### src/tbt_pkg.sv
// Shared constants for the timebase and trigger control block.
// Assumes a single 100 MHz system clock.
package tbt_pkg;
    localparam int unsigned CLK_PERIOD_NS     = 10;
    localparam int unsigned AUTO_TIMEOUT_MS   = 200;
    localparam int unsigned AUTO_TIMEOUT_CYC  = (AUTO_TIMEOUT_MS * 1000000) / CLK_PERIOD_NS;
    localparam int unsigned IND_HOLD_MS       = 50;
    localparam int unsigned IND_HOLD_CYC      = (IND_HOLD_MS * 1000000) / CLK_PERIOD_NS;
    localparam int unsigned SAMPLE_PERIOD_US  = 1;
    localparam int unsigned SAMPLE_CYC        = (SAMPLE_PERIOD_US * 1000) / CLK_PERIOD_NS;
    localparam int unsigned CNT_W             = 25;
    localparam int unsigned ADDR_W            = 10;
    localparam logic [1:0]  RATE_NONE         = 2'h0;
    localparam logic [1:0]  RATE_400US        = 2'h1;
    localparam logic [1:0]  RATE_100US        = 2'h2;
    localparam logic [1:0]  RATE_80US         = 2'h3;
    localparam logic        FLAG_RST_VAL      = 1'h0;
    localparam logic        BLE_RST_VAL       = 1'h1;

    typedef enum logic [2:0] {
        TBT_MODE_NORMAL = 3'h1,
        TBT_MODE_REFRESH = 3'h2,
        TBT_MODE_ROLL   = 3'h4
    } tbt_mode_type;
endpackage : tbt_pkg

### src/tbt_timebase.sv
// Trigger flag, auto-trigger timeout, indicator, ramp rate code and expansion latches.
// Assumes write chain and read address signals come from the store board, asynchronous.
//
// What this block does
// - In refreshed and roll modes, timeout drives brightline_enable low after 200 ms without write activity; normal mode follows the off switch.
// - Each write activity pulse retriggers the timeout, holding brightline_enable high in refreshed and roll modes.
// - Falling trigger edge sets triggered_flag unless hold-off is asserted.
// - Hold-off blocks both trigger edges and automatic trigger.
// - Auto trigger is a level set without edges, only when off switch not pulled.
// - Auto trigger suppressed whenever brightline_enable is high.
// - Off switch also disables timeout auto trigger in refreshed and roll modes.
// - Low reset input forces triggered_flag low.
// - Indicator lit while edges arrive, dark after a short quiet interval.
// - Negative slope inverts trigger; line source reverses slope sense.
// - Rate code 01=400, 10=100, 11=80 us/cm; 00 not allowed.
// - Read address advances one sample per microsecond.
// - Whole memory view forces both rate select bits high.
// - X4/X5 choice is OR of divide-by-2.5 and divide-by-5, latched.
// - Two expansion latches for even and odd sweeps.
// - Alternate sample freeze stops clocking the first latch.
// - Halted write chain stops both latch clocks.
// - Without freeze both latches load identical values.
// - Modified read address LSB selects which latch drives the rate code.
// - Refreshed mode: sweep end bit falling sets hold-off, clearing triggered_flag.
`timescale 1ns/1ns
module tbt_timebase #(
    parameter int unsigned AUTO_CYC = tbt_pkg::AUTO_TIMEOUT_CYC,
    parameter int unsigned IND_CYC  = tbt_pkg::IND_HOLD_CYC
) (
    input  wire logic                     ref_clk,
    input  wire logic                     rst,
    input  wire logic                     trig_comp,
    input  wire logic                     slope_neg,
    input  wire logic                     src_line,
    input  wire logic                     write_activity_pulse,
    input  wire logic                     write_sweep_end_bit,
    input  wire logic                     write_halted,
    input  wire logic                     flag_reset_n,
    input  wire logic                     holdoff_ext,
    input  wire logic                     brightline_off_switch,
    input  wire logic                     mode_refresh,
    input  wire logic                     mode_roll,
    input  wire logic                     whole_memory_view_n,
    input  wire logic                     div_2p5_sel,
    input  wire logic                     div_5_sel,
    input  wire logic                     alt_sample_freeze,
    input  wire logic                     sweep_start,
    input  wire logic                     read_lsb_mod,
    output logic                          triggered_flag,
    output logic                          brightline_enable,
    output logic                          trig_indicator,
    output logic                          holdoff,
    output logic                          rate_select_p,
    output logic                          rate_select_q,
    output logic [tbt_pkg::ADDR_W-1:0]    read_addr
);
    // Synchronised copies of pin inputs
    logic                  trig_s;
    logic                  wap_s;
    logic                  wseb_s;
    logic                  halt_s;
    logic                  frn_s;
    logic                  hox_s;
    logic                  offsw_s;
    logic                  wmv_n_s;
    logic                  frz_s;
    logic                  d25_s;
    logic                  d5_s;
    logic                  sst_s;
    logic                  lsb_s;
    logic                  neg_s;
    logic                  line_s;
    logic                  mref_s;
    logic                  mroll_s;
    // One-cycle-old copies for edge detection
    logic                  trig_d_ff;
    logic                  wap_d_ff;
    logic                  wseb_d_ff;
    logic                  sst_d_ff;
    logic                  shaped;
    logic                  trig_fall;
    logic                  wap_rise;
    logic                  sweep_end_fall;
    logic                  sweep_edge;
    logic                  auto_expired;
    logic                  ind_expired;
    logic                  auto_trig;
    tbt_pkg::tbt_mode_type mode_ff;
    logic                  exp_even_ff;
    logic                  exp_odd_ff;
    logic                  nxt_exp_sel;
    logic [7:0]            smp_cnt_ff;
    logic                  sync_in  [17];
    logic                  sync_out [17];

    assign sync_in = '{trig_comp, write_activity_pulse, write_sweep_end_bit, write_halted,
                       flag_reset_n, holdoff_ext, brightline_off_switch,
                       whole_memory_view_n, alt_sample_freeze, div_2p5_sel, div_5_sel,
                       sweep_start, read_lsb_mod, slope_neg, src_line, mode_refresh, mode_roll};

    generate
        for (genvar i = 0; i < 17; i++) begin : g_sync
            tbt_sync u_sync (
                .ref_clk (ref_clk),
                .rst     (rst),
                .din     (sync_in[i]),
                .dout    (sync_out[i])
            );
        end
    endgenerate

    assign trig_s  = sync_out[0];
    assign wap_s   = sync_out[1];
    assign wseb_s  = sync_out[2];
    assign halt_s  = sync_out[3];
    assign frn_s   = sync_out[4];
    assign hox_s   = sync_out[5];
    assign offsw_s = sync_out[6];
    assign wmv_n_s = sync_out[7];
    assign frz_s   = sync_out[8];
    assign d25_s   = sync_out[9];
    assign d5_s    = sync_out[10];
    assign sst_s   = sync_out[11];
    assign lsb_s   = sync_out[12];
    assign neg_s   = sync_out[13];
    assign line_s  = sync_out[14];
    assign mref_s  = sync_out[15];
    assign mroll_s = sync_out[16];

    // Line source is antiphase to the mains, so its slope sense flips
    assign shaped = trig_s ^ (neg_s ^ line_s);

    always_ff @(posedge ref_clk) begin
        if (rst) begin
            trig_d_ff <= 1'h0;
            wap_d_ff  <= 1'h0;
            // Matches the synchroniser's reset output, so no false fall follows reset
            wseb_d_ff <= 1'h0;
            sst_d_ff  <= 1'h0;
        end else begin
            trig_d_ff <= shaped;
            wap_d_ff  <= wap_s;
            wseb_d_ff <= wseb_s;
            sst_d_ff  <= sst_s;
        end
    end

    assign trig_fall      = trig_d_ff & ~shaped;
    assign wap_rise       = wap_s & ~wap_d_ff;
    assign sweep_end_fall = wseb_d_ff & ~wseb_s;
    assign sweep_edge     = sst_s & ~sst_d_ff;

    always_ff @(posedge ref_clk) begin
        if (rst) begin
            mode_ff <= tbt_pkg::TBT_MODE_NORMAL;
        end else begin
            case ({mroll_s, mref_s})
                2'h1:    mode_ff <= tbt_pkg::TBT_MODE_REFRESH;
                2'h2:    mode_ff <= tbt_pkg::TBT_MODE_ROLL;
                default: mode_ff <= tbt_pkg::TBT_MODE_NORMAL;
            endcase
        end
    end

    // Auto-trigger timeout, reloaded by each write activity pulse
    tbt_timer #(.LOAD(AUTO_CYC)) u_auto (
        .ref_clk (ref_clk),
        .rst     (rst),
        .kick    (wap_rise),
        .expired (auto_expired)
    );

    // Edge-quiet detector for the indicator; shorter than the timeout
    tbt_timer #(.LOAD(IND_CYC)) u_ind (
        .ref_clk (ref_clk),
        .rst     (rst),
        .kick    (trig_fall),
        .expired (ind_expired)
    );

    always_ff @(posedge ref_clk) begin
        if (rst) begin
            brightline_enable <= tbt_pkg::BLE_RST_VAL;
        end else if (mode_ff == tbt_pkg::TBT_MODE_NORMAL) begin
            brightline_enable <= offsw_s;
        end else begin
            // Switch pulled keeps the line high, killing auto trigger
            brightline_enable <= ~auto_expired | offsw_s;
        end
    end

    always_ff @(posedge ref_clk) begin
        if (rst) begin
            trig_indicator <= 1'h0;
        end else begin
            trig_indicator <= ~ind_expired;
        end
    end

    // Auto trigger needs edges gone, the line low and the switch open
    assign auto_trig = ind_expired & ~brightline_enable & ~offsw_s;

    always_ff @(posedge ref_clk) begin
        if (rst) begin
            holdoff <= 1'h0;
        end else if (mode_ff == tbt_pkg::TBT_MODE_REFRESH && sweep_end_fall) begin
            holdoff <= 1'h1;
        end else if (!triggered_flag) begin
            holdoff <= 1'h0;
        end
    end

    always_ff @(posedge ref_clk) begin
        if (rst) begin
            triggered_flag <= tbt_pkg::FLAG_RST_VAL;
        end else if (!frn_s || holdoff || hox_s) begin
            triggered_flag <= 1'h0;
        end else if (trig_fall || auto_trig) begin
            triggered_flag <= 1'h1;
        end
    end

    // Latch input and clock gating, both latches fed from one OR term
    assign nxt_exp_sel = d25_s | d5_s;

    always_ff @(posedge ref_clk) begin
        if (rst) begin
            exp_even_ff <= 1'h0;
        end else if (sweep_edge && !halt_s && !frz_s) begin
            exp_even_ff <= nxt_exp_sel;
        end
    end

    always_ff @(posedge ref_clk) begin
        if (rst) begin
            exp_odd_ff <= 1'h0;
        end else if (sweep_edge && !halt_s) begin
            exp_odd_ff <= nxt_exp_sel;
        end
    end

    // Rate code: expand selects 80 us/cm over 100 us/cm; 00 never driven
    always_ff @(posedge ref_clk) begin
        if (rst) begin
            rate_select_p <= 1'h0;
            rate_select_q <= 1'h1;
        end else if (!wmv_n_s) begin
            rate_select_p <= 1'h1;
            rate_select_q <= 1'h1;
        end else begin
            rate_select_p <= 1'h1;
            rate_select_q <= lsb_s ? exp_odd_ff : exp_even_ff;
        end
    end

    // Read address steps once per microsecond
    always_ff @(posedge ref_clk) begin
        if (rst) begin
            smp_cnt_ff <= '0;
            read_addr  <= '0;
        end else if (smp_cnt_ff == 8'(tbt_pkg::SAMPLE_CYC - 1)) begin
            smp_cnt_ff <= '0;
            read_addr  <= read_addr + 1'b1;
        end else begin
            smp_cnt_ff <= smp_cnt_ff + 1'b1;
        end
    end
endmodule : tbt_timebase

### src/tbt_sync.sv
// Three-stage input synchroniser with second/third agreement filter.
// Assumes input is asynchronous to clk.
`timescale 1ns/1ns
module tbt_sync (
    input  wire logic ref_clk,
    input  wire logic rst,
    input  wire logic din,
    output logic      dout
);
    logic s1_ff;
    logic s2_ff;
    logic s3_ff;

    always_ff @(posedge ref_clk) begin
        if (rst) begin
            s1_ff <= 1'h0;
            s2_ff <= 1'h0;
            s3_ff <= 1'h0;
            dout  <= 1'h0;
        end else begin
            s1_ff <= din;
            s2_ff <= s1_ff;
            s3_ff <= s2_ff;
            // A change counts only once two settled stages agree
            if (s2_ff == s3_ff) begin
                dout <= s3_ff;
            end
        end
    end
endmodule : tbt_sync

### src/tbt_timer.sv
// Retriggerable down-counter: reloads on kick, flags expiry.
// Assumes kick is a one-cycle pulse on ref_clk.
`timescale 1ns/1ns
module tbt_timer #(
    parameter int unsigned LOAD = 16
) (
    input  wire logic ref_clk,
    input  wire logic rst,
    input  wire logic kick,
    output logic      expired
);
    logic [tbt_pkg::CNT_W-1:0] cnt_ff;

    always_ff @(posedge ref_clk) begin
        if (rst) begin
            cnt_ff  <= '0;
            expired <= 1'h1;
        end else if (kick) begin
            cnt_ff  <= tbt_pkg::CNT_W'(LOAD);
            expired <= 1'h0;
        end else if (cnt_ff != '0) begin
            cnt_ff  <= cnt_ff - 1'b1;
            expired <= 1'h0;
        end else begin
            expired <= 1'h1;
        end
    end
endmodule : tbt_timer

### config.mk
export PLATFORM = sky130hd
export DESIGN_NAME = tbt_timebase
export DESIGN_NICKNAME = d
export VERILOG_FILES = /design/src/tbt_pkg.sv /design/src/tbt_timebase.sv /design/src/tbt_sync.sv /design/src/tbt_timer.sv
export SDC_FILE = /design/constraint.sdc
export NUM_CORES = 1
export LEC_CHECK = 0
export BUFFER_PORTS_ARGS = -buffer_cell sky130_fd_sc_hd__buf_2
export CAP_MARGIN = 20
export CORE_AREA = 2 2 108 110
export DETAILED_ROUTE_END_ITERATION = 16
export DIE_AREA = 0 0 110 112
export PLACE_DENSITY = 0.79
export SLEW_MARGIN = 20
export SYNTH_ARGS = -nofsm -noshare
export SYNTH_HDL_FRONTEND = slang
export SYNTH_HIERARCHICAL = 1
export SYNTH_SLANG_ARGS = --single-unit
### constraint.sdc
create_clock -name ref_clk -period 3.1 [get_ports ref_clk]
set_input_delay 0.31 -clock ref_clk [delete_from_list [all_inputs] [get_ports ref_clk]]
set_output_delay 0.31 -clock ref_clk [all_outputs]
set_load 0.05 [all_outputs]
**Yosys cells after proc, flatten, opt, wreduce, memory -nomap -nowiden**

Index checks and enable logic that the tools add are counted.

- Bits in read-only memories: 0
- Output and inout bits: 16
- Input port bits: 19
- Memories: 0
- Bits in latches: 0
- Logic and storage cells: 167
- Bits in writable memories: 0
- Register bits after elaboration: 153

- Add/subtract/negate cells: 4
- Muxes and demuxes: 14
- Reductions and logical operators: 18
- Shifts and indexed selects: 0
- Div/mod/pow operators: 0
- Multipliers: 0
- Equality and inequality tests: 23
- $lt $le $gt $ge: 0
- Bitwise logic cells: 19

Operators by type and width:

| kind | count |
|---|---|
| $mux W25 | 2 |
| $reduce_bool A25 Y1 | 2 |
| $sub A25 B1 Y25 const B | 2 |
| $mux W23 | 2 |
| $eq A1 B1 Y1 | 17 |
| $add A10 B1 Y10 const B | 1 |
| $reduce_or A2 Y1 | 5 |
| $mux W1 | 9 |
| $not A1 Y1 | 9 |
| $add A8 B1 Y8 const B | 1 |
| $eq A8 B7 Y1 const B | 1 |
| $and A1 B1 Y1 | 6 |
| $pmux W3 S2 | 1 |
| $reduce_bool A2 Y1 | 2 |
| $eq A3 B1 Y1 const B | 1 |
| $eq A3 B2 Y1 const B | 1 |
| $logic_and A1 B1 Y1 | 3 |
| $logic_not A1 Y1 | 3 |
| $logic_or A1 B1 Y1 | 3 |
| $eq A2 B1 Y1 const B | 1 |
| $eq A2 B2 Y1 const B | 1 |
| $ne A2 B1 Y1 const B | 1 |
| $or A1 B1 Y1 | 2 |
| $xor A1 B1 Y1 | 2 |

**Longest topological paths before layout**

- Depth in word-level cells: 5
- Gate-level depth with buffers: 9
- Mapped depth without buffers: 7

**Modules after synthesis**

The synthesis kept the hierarchy.

By module, submodules not included:

| module | seq. area each (um^2) | area an instance (um^2) | cells an instance | times used |
|---|---|---|---|---|
| tbt_sync | 80.1 | 112.6 | 10 | 17 |
| tbt_timer at u_ind | 520.5 | 1463.9 | 172 | 1 |
| tbt_timer at u_auto | 520.5 | 1337.5 | 150 | 1 |
| tbt_timebase | 660.6 | 1330.0 | 139 | 1 |

**Worst setup path after synthesis**

Ideal clock, no wire load.

- Path kind: register -> register
- Start: register u_auto/cnt_ff[4] (netlist bit)
- End: register u_auto/cnt_ff[8] (netlist bit)
- Library setup time: 0.136 ns
- Data required time: 2.964 ns
- Arrival: 2.213 ns
- Period minus slack after synthesis: 2.349 ns
- Path slack: 0.751 ns
- Buffers on the path: 3
- Stages on the path, launching flop included: 9
- Cells stage by stage: dfxtp_1 -> or4_1 -> buf_2 -> or4_4 -> buf_6 -> or2_0 -> buf_6 -> a211oi_1 -> a311oi_1

- Cells in the longest elaborated chain, start to end: 3
- Elaborated cells between the ends (all ways): 5
- Those cells by class: 1 x add/sub; 2 x mux; 2 x reduce/logical

RTL lines:

| element | RTL line | RTL |
|---|---|---|
| start, declared | tbt_timer.sv:12 | `logic [tbt_pkg::CNT_W-1:0] cnt_ff;` |
| start signal, assigned | tbt_timer.sv:19 | `cnt_ff <= tbt_pkg::CNT_W'(LOAD);` |
| start signal, assigned | tbt_timer.sv:22 | `cnt_ff <= cnt_ff - 1'b1;` |
| $sub A25 B1 Y25 | tbt_timer.sv:22 |  |
| $mux W25 | tbt_timer.sv:21 | `end else if (cnt_ff != '0) begin` |
| $mux W25 | tbt_timer.sv:18 | `end else if (kick) begin` |

Parallel ways exist; a longest one is shown, timed or not. The select of a mux whose other input is x is not followed.
A chain may end at the register's enable or synchronous reset.

**Worst setup path in the final report**

Same ends and word-level chain as after synthesis.

==> impl_metrics.tcl <==
set metrics [dict create \
    finalSetupTns_ns 0 \
    clock_latency_ns 0.42 \
    drtIter0Drc 445 \
    syn-cell-area_mm2 0.00605 \
    synth_area_leaders "dfxtp_1, nor2b_1, nor2_1" \
    crit_fanout 16 \
    setup_viol 0 \
    globalplace.congestion 0.857 \
    drive_gt1_share_pct 14.0 \
    drc 0 \
    ys_seq_elements 153 \
    hp-class "in2reg" \
    clkPwrFrac_pct 27.6 \
    fillers 887 \
    power.leakage_nw 2.62 \
    die_w_um 110 \
    place_hpwl_um 7600 \
    p_seq_share_pct 35.6 \
    final_common_cell "dfxtp_1" \
    grt_max_degree 74 \
    seq_area_frac_synth_pct 50.7 \
    worstPathCellList "or4_1, or4_4, or2_0, a211oi_1, a311oi_1" \
    worst_pin_slew_ns 0.772 \
    rows 39 \
    critPathKind "reg2reg" \
    nets 693 \
    dieHeight_um 112 \
    avgSynthCellArea_um2 9.58 \
    max_freq_mhz 369 \
    first_global_vias 4405 \
    final_cell_mix "dfxtp_1, nor2b_1, nor2_1, nand2_1, a21oi_1" \
    grt_overflow 0 \
    grt_pass1_wl_um 19900 \
    cts_hold_buf 0 \
    switching_power_w 0.00295 \
    synth_edf_count 0 \
    worstPathRequired_ns 3.38 \
    hold_viol 0 \
    use_met1_pct 25.0 \
    dominantRegCellSynth "dfxtp_1" \
    dp_cells 791 \
    yosysTopAreaCellShare_pct 50.7 \
    vias 4675 \
    syn_nets 657 \
    fin_skew_ns 0.0109 \
    h-tree-depth 4 \
    grt-busiest-layer "met2" \
    clock-sinks 153 \
    clkTransAtPathRegs_ns 0.06 \
    start_util_pct 54.1 \
    cp_slowest_cell "or4_1" \
    yosysWarningCount 6 \
    vias_per_cell 5.69 \
    path_delay_family "simple AND/OR/NAND/NOR gates" \
    track_usage_pct 20.4 \
    finalNonFillerCells 822 \
    cts_setup_buffers 0 \
    critical_path_arrival_ns 2.99 \
    fin_crit_sh_pct 87.5 \
    power.internal_w 0.00456 \
    design.die.area_mm2 0.0123 \
    utilization_pct 61.9 \
    n_antenna_cell 0 \
    areaGrowthSynthToFinish_pct 14.4 \
    cp-start-kind "flip-flop" \
    ir_drop_mv 0.896 \
    cts_resized 0 \
    drt-pass1-iter-count 5 \
    critical_path.endpoint_type "flip-flop" \
    cpPeakStageDelay_ns 0.69 \
    met2_usage_pct 33.5 \
    max-slew-margin-rel_pct 48.3 \
    drv_slew 0 \
    antenna_found_initial 0 \
    cts_root_buf "clkbuf_16" \
    avgRoutedWirePerCell_um 14.7 \
    synth.distinct_cells 66 \
    fin_area_mm2 0.00692 \
    outcome "completed" \
    rsz0062_at_grt "false" \
    cts_tree "done" \
    cts_buffers 17 \
    synth-async-reset-ratio_pct 0 \
    yosysTopAreaCell "dfxtp_1" \
    io_pins 35 \
    synthCells 631 \
    power.share.combinational_pct 36.8 \
    finalWirelength_um 12100 \
    p_sw_share_pct 39.3 \
    placed_cell_area_mm2 0.00632 \
    maxCapViolCount 0 \
    drtAntennaViolNets 0 \
    power.density_mw_per_mm2 1090 \
    grtUsageMet3_pct 6.09 \
    cts_buffer_depth 2 \
    core_mm2 0.0112 \
    fin_crit_ns 2.71 \
    io_buffer_count 34 \
    path_buf_inv 0 \
]
through the flow:
step	total power (W)	worst slack (ns)	hold WS, ns
final	0.00750	0.387	0.0923
after global routing	0.00795	0.234	0.0916
after CTS	0.00751	0.387	0.0785
after detailed placement	0.00540	0.419	0.409
after global placement	0.00524	0.509	0.408
after floorplan	0.00488	0.751	0.379
final timing paths:
kind                               from  depth (start not counted)                      end  slack (ns)
hold reg to reg   g_sync[7].u_sync/dout                          1            rate_select_q        0.42
setup reg to reg       u_auto/cnt_ff[4]                          5         u_auto/cnt_ff[8]        0.39
setup / recovery       u_auto/cnt_ff[4]                          5         u_auto/cnt_ff[8]        0.39
hold / removal                mode_roll                          2  g_sync[16].u_sync/s1_ff        0.09
metal layers:
layer	share of wire [%]	up-vias
li1	-	2314
met1	45	2235
met2	50	117
met3	4.5	9
met4	0.81	0
met5	0	-
logic make-up (layout without fill, tap and decap cells):
logic type               Yosys count  in the layout  share of synthesized area [%]
AO/OA/AOI/OAI                    121            121                           12.9
XOR/XNOR                          29             29                           4.20
adder cells (fa/ha/maj)            7              7                           1.45
buffers and inverters             35             83                           2.67
flip-flops                       153            153                           50.7
multiplexers                      11             11                           1.82
AND/OR/NAND/NOR                  275            275                           26.3
cells in the mapped netlist (all sizes together) (2+ instances only):
master / number
xor2: 16
or3: 15
a21oi: 36
o31a: 2
nand3: 9
o211ai: 8
nand4: 12
buf: 8
a211oi: 13
o21bai: 2
nor4: 13
o21a: 2
nor3: 25
nor4b: 3
o41ai: 2
dfxtp: 153
nand2b: 5
ha: 7
xnor2: 13
nor2: 56
nand4b: 2
nand2: 41
o31ai: 5
and4: 3
nor2b: 60
nor3b: 3
a31oi: 2
mux2i: 11
inv: 14
or2: 5
or4: 16
clkbuf: 13
and2: 2
o21ai: 37
a2111oi: 3
flip-flops by register name (all words and copies together) (netlist names), 8 cells and up:
signal / flops
u_auto/cnt_ff: 25
g_sync.u_sync/dout: 17
read_addr: 10
smp_cnt_ff: 8
g_sync.u_sync/s1_ff: 17
u_ind/cnt_ff: 25
g_sync.u_sync/s2_ff: 17
g_sync.u_sync/s3_ff: 17
final cells by class:
cell class / count / area, µm² / area share (%)
tap: 143 / 179 / 2.59
timing repair buffer: 38 / 203 / 2.93
sequential: 153 / 3060 / 44.3
clock inverter: 13 / 158 / 2.28
clock buffer: 18 / 439 / 6.35
inverter: 14 / 52.6 / 0.760
multi-input combinational: 443 / 2820 / 40.8
power groups by stage:
stage	Sequential [W]	Clock, W	Combinational, W
2_1_floorplan	0.00262	0	0.00226
3_3_place_gp	0.00266	0	0.00257
3_5_place_dp	0.00269	0	0.00270
4_1_cts	0.00266	0.00211	0.00274
5_1_grt	0.00272	0.00218	0.00305
6_report	0.00267	0.00207	0.00276
Power figures use the tool's default switching activity.
